**src/core/ssc_pkg.sv**
```systemverilog
package ssc_pkg;

    localparam int ADDR_W = 8;
    localparam int DATA_W = 32;

    // register indices; byte address is four times the index
    localparam logic [5:0] IDX_PB_DATA = 6'h01;
    localparam logic [5:0] IDX_PB_DIR = 6'h05;
    localparam logic [5:0] IDX_PB_PD = 6'h11;
    localparam logic [5:0] IDX_ANA_CTRL = 6'h1D;
    localparam logic [5:0] IDX_ASTAT = 6'h1E;
    localparam logic [5:0] IDX_OPTION = 6'h20;

    // reset values
    localparam logic [7:0] PB_DATA_RST = 8'h00;
    localparam logic [7:0] PB_DIR_RST = 8'h00;
    localparam logic [7:0] PB_PD_RST = 8'h00;
    localparam logic [7:0] ANA_CTRL_RST = 8'h00;
    localparam logic [7:0] OPTION_RST = 8'h00;

    // field positions
    localparam int OPT_PD_INHIBIT_BIT = 0;
    localparam int ANA_CTRL_CHARGE_BIT = 7;

    typedef struct packed {
        logic charge_control_bit;
        logic conv_mode_sel_high;
        logic conv_mode_sel_low;
        logic current_enable_bit;
        logic [3:0] rsvd;
    } ssc_ana_ctrl_type;

    typedef struct packed {
        logic [4:0] rsvd;
        logic comparator2_flag_reset;
        logic comparator2_output_status;
        logic comparator2_flag;
    } ssc_astat_type;

    typedef enum logic [1:0] {
        MODE_MANUAL = 2'b00,
        MODE_ONE = 2'b01,
        MODE_CAPTURE = 2'b10,
        MODE_AUTO = 2'b11
    } ssc_mode_type;

    function automatic logic [ADDR_W-1:0] reg_addr(input logic [5:0] idx);
        return {idx, 2'b00};
    endfunction

endpackage

```
**src/core/ssc_sync2.sv**
```systemverilog
`timescale 1ns/1ps
module ssc_sync2 #(
    parameter int W = 1
) (
    // clock and reset
    input wire logic i_sys_clk,
    input wire logic i_rst,
    // async in, synced out
    input wire logic [W-1:0] i_async,
    output logic [W-1:0] o_sync
);

    logic [W-1:0] meta;

    // meta is read only by the second stage
    always_ff @(posedge i_sys_clk or posedge i_rst) begin
        if (i_rst) begin
            meta <= '0;
            o_sync <= '0;
        end else begin
            meta <= i_async;
            o_sync <= meta;
        end
    end

endmodule

```
**src/core/ssc_top.sv**
```systemverilog
`timescale 1ns/1ps
module ssc_top import ssc_pkg::*; #(
    parameter int PB_PINS = 4
) (
    // clock and reset
    input wire logic i_sys_clk,
    input wire logic i_rst,
    // apb slave
    input wire logic i_psel,
    input wire logic i_penable,
    input wire logic i_pwrite,
    input wire logic [ADDR_W-1:0] i_paddr,
    input wire logic [DATA_W-1:0] i_pwdata,
    input wire logic [3:0] i_pstrb,
    output logic o_pready,
    output logic [DATA_W-1:0] o_prdata,
    output logic o_pslverr,
    // timer flags, same clock
    input wire logic i_capture_event_flag,
    input wire logic i_compare_event_flag,
    // analog comparator 2, asynchronous
    input wire logic i_comparator2_raw,
    output logic o_comparator2_flag,
    // ramp pin current control
    output logic o_ramp_source,
    output logic o_ramp_sink,
    // shared port b pins
    input wire logic [PB_PINS-1:0] i_pb_pin,
    output logic [PB_PINS-1:0] o_pb_out,
    output logic [PB_PINS-1:0] o_pb_oe,
    output logic [PB_PINS-1:0] o_pb_pulldown_en
);

    logic [7:0] port_b_pin_data;
    logic [7:0] port_b_direction;
    logic [7:0] port_b_pulldown_control;
    logic [7:0] option_register;
    ssc_ana_ctrl_type analog_ctrl_reg;
    ssc_ana_ctrl_type next_ana_ctrl;
    logic comparator2_flag;
    logic [PB_PINS-1:0] pin_level;
    logic cmp_two_level;
    logic cmp_two_level_d;
    logic cap_d;
    logic cmp_d;
    logic cap_rise;
    logic cmp_rise;
    logic cmp_two_rise;
    logic setup;
    logic wr_en;
    logic [7:0] wbyte;
    logic hit_data;
    logic hit_dir;
    logic hit_pd;
    logic hit_ana_ctrl;
    logic hit_astat;
    logic hit_opt;
    logic mapped;
    logic [7:0] rd_byte;
    logic [7:0] pb_read;
    logic pd_inhibit;
    ssc_mode_type mode;
    ssc_astat_type astat;
    ssc_astat_type wr_stat;

    // pin and comparator inputs cross in through two flops
    ssc_sync2 #(
        .W(PB_PINS + 1)
    ) u_ssc_sync2 (
        .i_sys_clk(i_sys_clk),
        .i_rst(i_rst),
        .i_async({i_comparator2_raw, i_pb_pin}),
        .o_sync({cmp_two_level, pin_level})
    );

    // apb decode
    assign setup = i_psel & ~i_penable;
    assign wr_en = i_psel & i_penable & o_pready & i_pwrite & i_pstrb[0];
    assign wbyte = i_pwdata[7:0];

    always_comb begin
        hit_data = 1'b0;
        hit_dir = 1'b0;
        hit_pd = 1'b0;
        hit_ana_ctrl = 1'b0;
        hit_astat = 1'b0;
        hit_opt = 1'b0;
        if (i_paddr == reg_addr(IDX_PB_DATA)) begin
            hit_data = 1'b1;
        end else if (i_paddr == reg_addr(IDX_PB_DIR)) begin
            hit_dir = 1'b1;
        end else if (i_paddr == reg_addr(IDX_PB_PD)) begin
            hit_pd = 1'b1;
        end else if (i_paddr == reg_addr(IDX_ANA_CTRL)) begin
            hit_ana_ctrl = 1'b1;
        end else if (i_paddr == reg_addr(IDX_ASTAT)) begin
            hit_astat = 1'b1;
        end else if (i_paddr == reg_addr(IDX_OPTION)) begin
            hit_opt = 1'b1;
        end
    end

    assign mapped = hit_data | hit_dir | hit_pd | hit_ana_ctrl | hit_astat
        | hit_opt;

    // port read: latch on outputs, synced pin on inputs
    always_comb begin
        pb_read = port_b_pin_data;
        for (int i = 0; i < PB_PINS; i++) begin
            if (!port_b_direction[i]) begin
                pb_read[i] = pin_level[i];
            end
        end
    end

    always_comb begin
        astat = '0;
        astat.comparator2_flag = comparator2_flag;
        astat.comparator2_output_status = cmp_two_level;
    end

    always_comb begin
        rd_byte = 8'h00;
        if (hit_data) begin
            rd_byte = pb_read;
        end else if (hit_dir) begin
            rd_byte = port_b_direction;
        end else if (hit_pd) begin
            rd_byte = port_b_pulldown_control;
        end else if (hit_ana_ctrl) begin
            rd_byte = analog_ctrl_reg;
        end else if (hit_astat) begin
            rd_byte = astat;
        end else if (hit_opt) begin
            rd_byte = option_register;
        end
    end

    // no wait state: answer on the first access cycle
    always_ff @(posedge i_sys_clk or posedge i_rst) begin
        if (i_rst) begin
            o_pready <= 1'b0;
            o_prdata <= 32'h0000_0000;
            o_pslverr <= 1'b0;
        end else begin
            o_pready <= setup;
            if (setup) begin
                o_prdata <= {24'h00_0000, i_pwrite ? 8'h00 : rd_byte};
                o_pslverr <= ~mapped;
            end
        end
    end

    // port registers
    always_ff @(posedge i_sys_clk or posedge i_rst) begin
        if (i_rst) begin
            port_b_pin_data <= PB_DATA_RST;
            port_b_direction <= PB_DIR_RST;
            port_b_pulldown_control <= PB_PD_RST;
            option_register <= OPTION_RST;
        end else begin
            if (wr_en && hit_data) begin
                port_b_pin_data <= wbyte;
            end
            if (wr_en && hit_dir) begin
                port_b_direction <= wbyte;
            end
            if (wr_en && hit_pd) begin
                port_b_pulldown_control <= wbyte;
            end
            if (wr_en && hit_opt) begin
                option_register <= wbyte;
            end
        end
    end

    assign pd_inhibit = option_register[OPT_PD_INHIBIT_BIT];

    // pins follow the registers one cycle later
    always_ff @(posedge i_sys_clk or posedge i_rst) begin
        if (i_rst) begin
            o_pb_out <= '0;
            o_pb_oe <= '0;
            o_pb_pulldown_en <= '0;
        end else begin
            o_pb_out <= port_b_pin_data[PB_PINS-1:0];
            o_pb_oe <= port_b_direction[PB_PINS-1:0];
            o_pb_pulldown_en <= port_b_pulldown_control[PB_PINS-1:0]
                & ~port_b_direction[PB_PINS-1:0]
                & ~{PB_PINS{pd_inhibit}};
        end
    end

    // timer flag rising edges
    always_ff @(posedge i_sys_clk or posedge i_rst) begin
        if (i_rst) begin
            cap_d <= 1'b0;
            cmp_d <= 1'b0;
        end else begin
            cap_d <= i_capture_event_flag;
            cmp_d <= i_compare_event_flag;
        end
    end

    assign cap_rise = i_capture_event_flag & ~cap_d;
    assign cmp_rise = i_compare_event_flag & ~cmp_d;
    assign mode = ssc_mode_type'({analog_ctrl_reg.conv_mode_sel_high,
        analog_ctrl_reg.conv_mode_sel_low});

    // software write wins over an automatic change in the same cycle
    always_comb begin
        next_ana_ctrl = analog_ctrl_reg;
        if (analog_ctrl_reg.current_enable_bit) begin
            case (mode)
                MODE_CAPTURE: begin
                    if (analog_ctrl_reg.charge_control_bit && cap_rise) begin
                        next_ana_ctrl.charge_control_bit = 1'b0;
                    end
                end
                MODE_AUTO: begin
                    if (analog_ctrl_reg.charge_control_bit) begin
                        if (cap_rise) begin
                            next_ana_ctrl.charge_control_bit = 1'b0;
                        end
                    end else if (cmp_rise) begin
                        next_ana_ctrl.charge_control_bit = 1'b1;
                    end
                end
                default: begin
                    next_ana_ctrl.charge_control_bit =
                        analog_ctrl_reg.charge_control_bit;
                end
            endcase
        end
        if (wr_en && hit_ana_ctrl) begin
            next_ana_ctrl = wbyte;
            next_ana_ctrl.rsvd = 4'h0;
        end
    end

    always_ff @(posedge i_sys_clk or posedge i_rst) begin
        if (i_rst) begin
            analog_ctrl_reg <= ANA_CTRL_RST;
        end else begin
            analog_ctrl_reg <= next_ana_ctrl;
        end
    end

    // ramp current drive
    always_ff @(posedge i_sys_clk or posedge i_rst) begin
        if (i_rst) begin
            o_ramp_source <= 1'b0;
            o_ramp_sink <= 1'b0;
        end else begin
            o_ramp_source <= analog_ctrl_reg.current_enable_bit
                & analog_ctrl_reg.charge_control_bit;
            o_ramp_sink <= analog_ctrl_reg.current_enable_bit
                & ~analog_ctrl_reg.charge_control_bit;
        end
    end

    // comparator 2 flag: trip sets, write of 1 clears, set wins
    assign cmp_two_rise = cmp_two_level & ~cmp_two_level_d;
    assign wr_stat = wbyte;

    always_ff @(posedge i_sys_clk or posedge i_rst) begin
        if (i_rst) begin
            cmp_two_level_d <= 1'b0;
            comparator2_flag <= 1'b0;
        end else begin
            cmp_two_level_d <= cmp_two_level;
            if (cmp_two_rise) begin
                comparator2_flag <= 1'b1;
            end else if (wr_en && hit_astat
                && wr_stat.comparator2_flag_reset) begin
                comparator2_flag <= 1'b0;
            end
        end
    end

    always_ff @(posedge i_sys_clk or posedge i_rst) begin
        if (i_rst) begin
            o_comparator2_flag <= 1'b0;
        end else begin
            o_comparator2_flag <= comparator2_flag;
        end
    end

    AST_SOURCE_WHEN_CHARGE: assert property (@(posedge i_sys_clk)
        disable iff (i_rst)
        (analog_ctrl_reg.current_enable_bit
        && analog_ctrl_reg.charge_control_bit)
        |=> (o_ramp_source && !o_ramp_sink))
        else $error("ramp not sourcing with charge and enable set");

    AST_SINK_WHEN_CLR: assert property (@(posedge i_sys_clk)
        disable iff (i_rst)
        (analog_ctrl_reg.current_enable_bit
        && !analog_ctrl_reg.charge_control_bit)
        |=> (o_ramp_sink && !o_ramp_source))
        else $error("ramp not sinking with charge clear");

    AST_NO_CURRENT: assert property (@(posedge i_sys_clk)
        disable iff (i_rst)
        !analog_ctrl_reg.current_enable_bit
        |=> !(o_ramp_source || o_ramp_sink))
        else $error("ramp current with enable clear");

    AST_CAPTURE_CLEARS: assert property (@(posedge i_sys_clk)
        disable iff (i_rst)
        (analog_ctrl_reg.current_enable_bit
        && analog_ctrl_reg.conv_mode_sel_high
        && analog_ctrl_reg.charge_control_bit && cap_rise
        && !(wr_en && hit_ana_ctrl))
        |=> !analog_ctrl_reg.charge_control_bit ##1 !o_ramp_source)
        else $error("capture flag did not end charging");

    AST_COMPARE_SETS: assert property (@(posedge i_sys_clk)
        disable iff (i_rst)
        (analog_ctrl_reg.current_enable_bit && mode == MODE_AUTO
        && !analog_ctrl_reg.charge_control_bit && cmp_rise
        && !(wr_en && hit_ana_ctrl))
        |=> analog_ctrl_reg.charge_control_bit ##1 o_ramp_source)
        else $error("compare flag did not start charging");

    AST_MANUAL_HOLDS: assert property (@(posedge i_sys_clk)
        disable iff (i_rst)
        (mode == MODE_MANUAL && !(wr_en && hit_ana_ctrl))
        |=> $stable(analog_ctrl_reg.charge_control_bit))
        else $error("charge bit changed in manual mode");

    AST_PULLDOWN_OFF: assert property (@(posedge i_sys_clk)
        disable iff (i_rst)
        1'b1 |=> ((o_pb_pulldown_en
        & ($past(port_b_direction[PB_PINS-1:0])
        | {PB_PINS{$past(pd_inhibit)}})) == '0))
        else $error("pulldown on for output or inhibited pin");

    AST_WRITE_LATCH: assert property (@(posedge i_sys_clk)
        disable iff (i_rst)
        (wr_en && hit_data)
        |=> port_b_pin_data == $past(wbyte)
        ##1 o_pb_out == $past(wbyte[PB_PINS-1:0], 2))
        else $error("port data write lost");

    AST_CHARGE_READBACK: assert property (@(posedge i_sys_clk)
        disable iff (i_rst)
        (setup && !i_pwrite && hit_ana_ctrl)
        |=> (o_pready
        && o_prdata[ANA_CTRL_CHARGE_BIT]
        == $past(analog_ctrl_reg.charge_control_bit)))
        else $error("charge bit readback wrong");

    AST_FLAG_ON_TRIP: assert property (@(posedge i_sys_clk)
        disable iff (i_rst)
        cmp_two_rise |=> comparator2_flag ##1 o_comparator2_flag)
        else $error("comparator 2 trip did not set flag");

endmodule

```
**config.mk**
```make
export PLATFORM = sky130hd
export DESIGN_NAME = ssc_top
export DESIGN_NICKNAME = d
export VERILOG_FILES = /design/src/core/ssc_pkg.sv /design/src/core/ssc_sync2.sv /design/src/core/ssc_top.sv
export SDC_FILE = /design/constraint.sdc
export NUM_CORES = 1
export LEC_CHECK = 0
export CAP_MARGIN = 25
export CORE_ASPECT_RATIO = 0.6
export CORE_UTILIZATION = 60
export DETAILED_ROUTE_END_ITERATION = 6
export DONT_BUFFER_PORTS = 1
export GPL_TIMING_DRIVEN = 0
export HOLD_SLACK_MARGIN = 0.03
export PLACE_DENSITY_LB_ADDON = 0.15
export RECOVER_POWER = 25
export SYNTH_ARGS = -nofsm -noshare
export SYNTH_HDL_FRONTEND = slang
export SYNTH_SLANG_ARGS = --single-unit
```
**constraint.sdc**
```tcl
create_clock -name i_sys_clk -period 3 [get_ports i_sys_clk]
set_clock_uncertainty 0.2 [all_clocks]
set_input_delay 0.6 -clock i_sys_clk [delete_from_list [all_inputs] [get_ports i_sys_clk]]
set_output_delay 0.6 -clock i_sys_clk [all_outputs]
set_load 0.05 [all_outputs]
```
==> flow_summary.ini <==
[outcome]
outcome = complete, but fails checks
violations = DRC, capacitance limit, slew limit

[setup_path]
critPathCaptureType = register
worstPathCellList = and2_0, nand3_1, nor3_4, mux2_1
cp_top_family = simple AND/OR/NAND/NOR gates
critPathLaunchType = register
critPathArrivalTime_ns = 2.47
critPathRequiredTime_ns = 3.03
cpMaxStageDelayCell = dfrtp_1
worst-path-buf-inv = 0
path_max_fanout = 8
crit_type = reg2reg
slowest_delay_ns = 0.63

[clocking]
cts.clk_slew.worst_paths_ns = 0.08
cts_hold_buf = 1
cts_tree = built
postCtsSetupBuffers = 0
cts_resized = 0
h-tree-depth = 3
numCtsBuffers = 9
clock_path_buffers = 2
cts-root-buf = clkbuf_8
cts_sinks = 75
insertion_delay_ns = 0.35

[power_and_ir_drop]
p_clk_frac = 0.389
combPwrFrac = 0.084
power_switching_uw = 516
p_total_mw = 1.97
power.density_nw_per_um2 = 529
pwr-share-seq = 0.527
vdd_drop_max_mv = 0.429
power_leakage_nw = 1.86
p_sw_frac = 0.261
p_int_mw = 1.46

[die]
dieArea_um2 = 5860
core_region_area_um2 = 5200
die_x_um = 98.2
io-pin-count = 105
start_util = 0.639
rows = 20
die_h_um = 59.7

[detailed_routing]
firstDrtPassIters = 7
avgViaCountPerCell = 5.82
drc = 8
dr_total_vias = 2147
ant_nets = 0
drt_iter0_drc = 151
drt-total-wl_um = 6840
wl_per_cell_um = 18.5

[placed_design]
portBuffers = 0
dpl.hpwl_um = 4880
gp_congestion = 0.893
dpl.cell_count = 352
dpl-instance-area_um2 = 3520

[final_layout]
stdcell_area_um2 = 3730
final_common_cell = dfrtp_1
drive_above_1_share = 0.228
final_cells = 369
fill_cells = 387
finalNetCount = 354
area_delta_synth_final_pct = 12.0
utilization = 0.716
antenna_cells = 0
layout_common_cells = dfrtp_1, buf_4, conb_1

[synth]
ys.flop_type = dfrtp_1
ys_seq_elements = 75
netlist_instances = 262
synth_compound_area_frac = 0.102
async_flop_share = 1.00
synth-edff-count = 0
ys_seq_area_frac = 0.564
synth-simple-area-share = 0.112
synth_cell_type_count = 53
synth.avg_cell_area_um2 = 12.7
synth_area_um2 = 3330
yosys.area_share.xor_xnor = 0
synth_top_family_by_area = multiplexers
ys.warnings.count = 0
yosys.area_share.adder = 0
synthMuxAreaShare = 0.143

[sta]
slew_violations = 36
grt_setup_unrepaired = false
period_share = 0.814
tightest_slew_ns = 1.56
hold_viol_final = 0
whs_ns = 0.0732
min_period_ns = 2.44
setup_viol_count_final = 0
max-slew-margin-rel = -0.0458
fmax_mhz = 409

[run]
max_cap_viol_count = 1

[global_route]
grt_max_degree = 41
grt_pass1_vias = 1969
antenna_found_initial = 0
overflow = 0
grtUsageTotal = 0.250
grt_pass1_wl_um = 10700

[worst_hold_path]
hold_path_class = in2reg
cells by family after synthesis:
family	after synthesis
other	1
muxes	40
AOI/OAI and AO/OA	45
DFF	75
and+or+nand+nor	60
buffers and inverters	41
power by group through the flow:
| stage | Sequential (mW) | Clock (mW) | Combinational (mW) |
|---|---|---|---|
| after floorplan | 1.06 | 0 | 0.143 |
| after global placement | 1.06 | 0 | 0.160 |
| after detailed placement | 1.06 | 0 | 0.164 |
| after CTS | 1.04 | 0.783 | 0.166 |
| after global routing | 1.04 | 0.825 | 0.178 |
| final | 1.04 | 0.767 | 0.166 |
layout make-up:
class | instances | area, um^2 | area share
clock buffers | 9 | 124 | 0.0332
multi-input cells | 169 | 1280 | 0.343
inverters | 7 | 27.5 | 0.00739
plain buffers | 34 | 235 | 0.0631
repair buffers | 2 | 30.0 | 0.00806
well taps | 66 | 82.6 | 0.0222
clock inverters | 7 | 73.8 | 0.0198
flip-flops and latches | 75 | 1880 | 0.504
Yosys cell counts (3+ instances only):
cell       count  area share
a21oi_1        6      0.0090
a221o_1        4       0.012
a31oi_1        5      0.0094
buf_4         24       0.054
clkbuf_1       5      0.0056
dfrtp_1       75        0.56
inv_1          7      0.0079
mux2_1        20       0.068
mux2_2         8       0.027
mux2_4         8       0.036
mux2i_1        4       0.012
nand2_1       12       0.014
nor2_1         8      0.0090
nor3_1         6      0.0090
nor3b_1        3      0.0068
o21ai_0        6      0.0090
o2bb2ai_1      5       0.013
o31ai_1        3      0.0068
or3_1          4      0.0075
final timing paths:
check / slack (ns) / from / cells past startpoint / endpoint
worst max-delay path: 0.56 / o_pready / 4 / port_b_pin_data[7]
worst min-delay path: 0.07 / i_pb_pin[1] / 0 / u_ssc_sync2.meta[1]
worst max register to register: 0.56 / o_pready / 4 / port_b_pin_data[7]
worst min register to register: 0.15 / u_ssc_sync2.meta[1] / 0 / u_ssc_sync2.o_sync[1]
max in group asynchronous: 0.93 / i_rst / 3 / port_b_pulldown_control[7]
min in group asynchronous: 0.87 / i_rst / 2 / o_pb_oe[2]
metrics by stage:
step	TNS (ns)	setup slack, ns
2_1_floorplan	0	0.290
3_3_place_gp	-34.56	-0.465
3_5_place_dp	0	0.342
4_1_cts	0	0.521
5_1_grt	0	0.421
6_report	0	0.557
metal layers:
metal / global-route usage / routed length, um
met1: 0.381 / 3430
met2: 0.337 / 2790
met3: 0.104 / 591
met4: 0.0384 / 25
met5: 0 / 0
No activity file was read; power rests on OpenSTA's default activity.
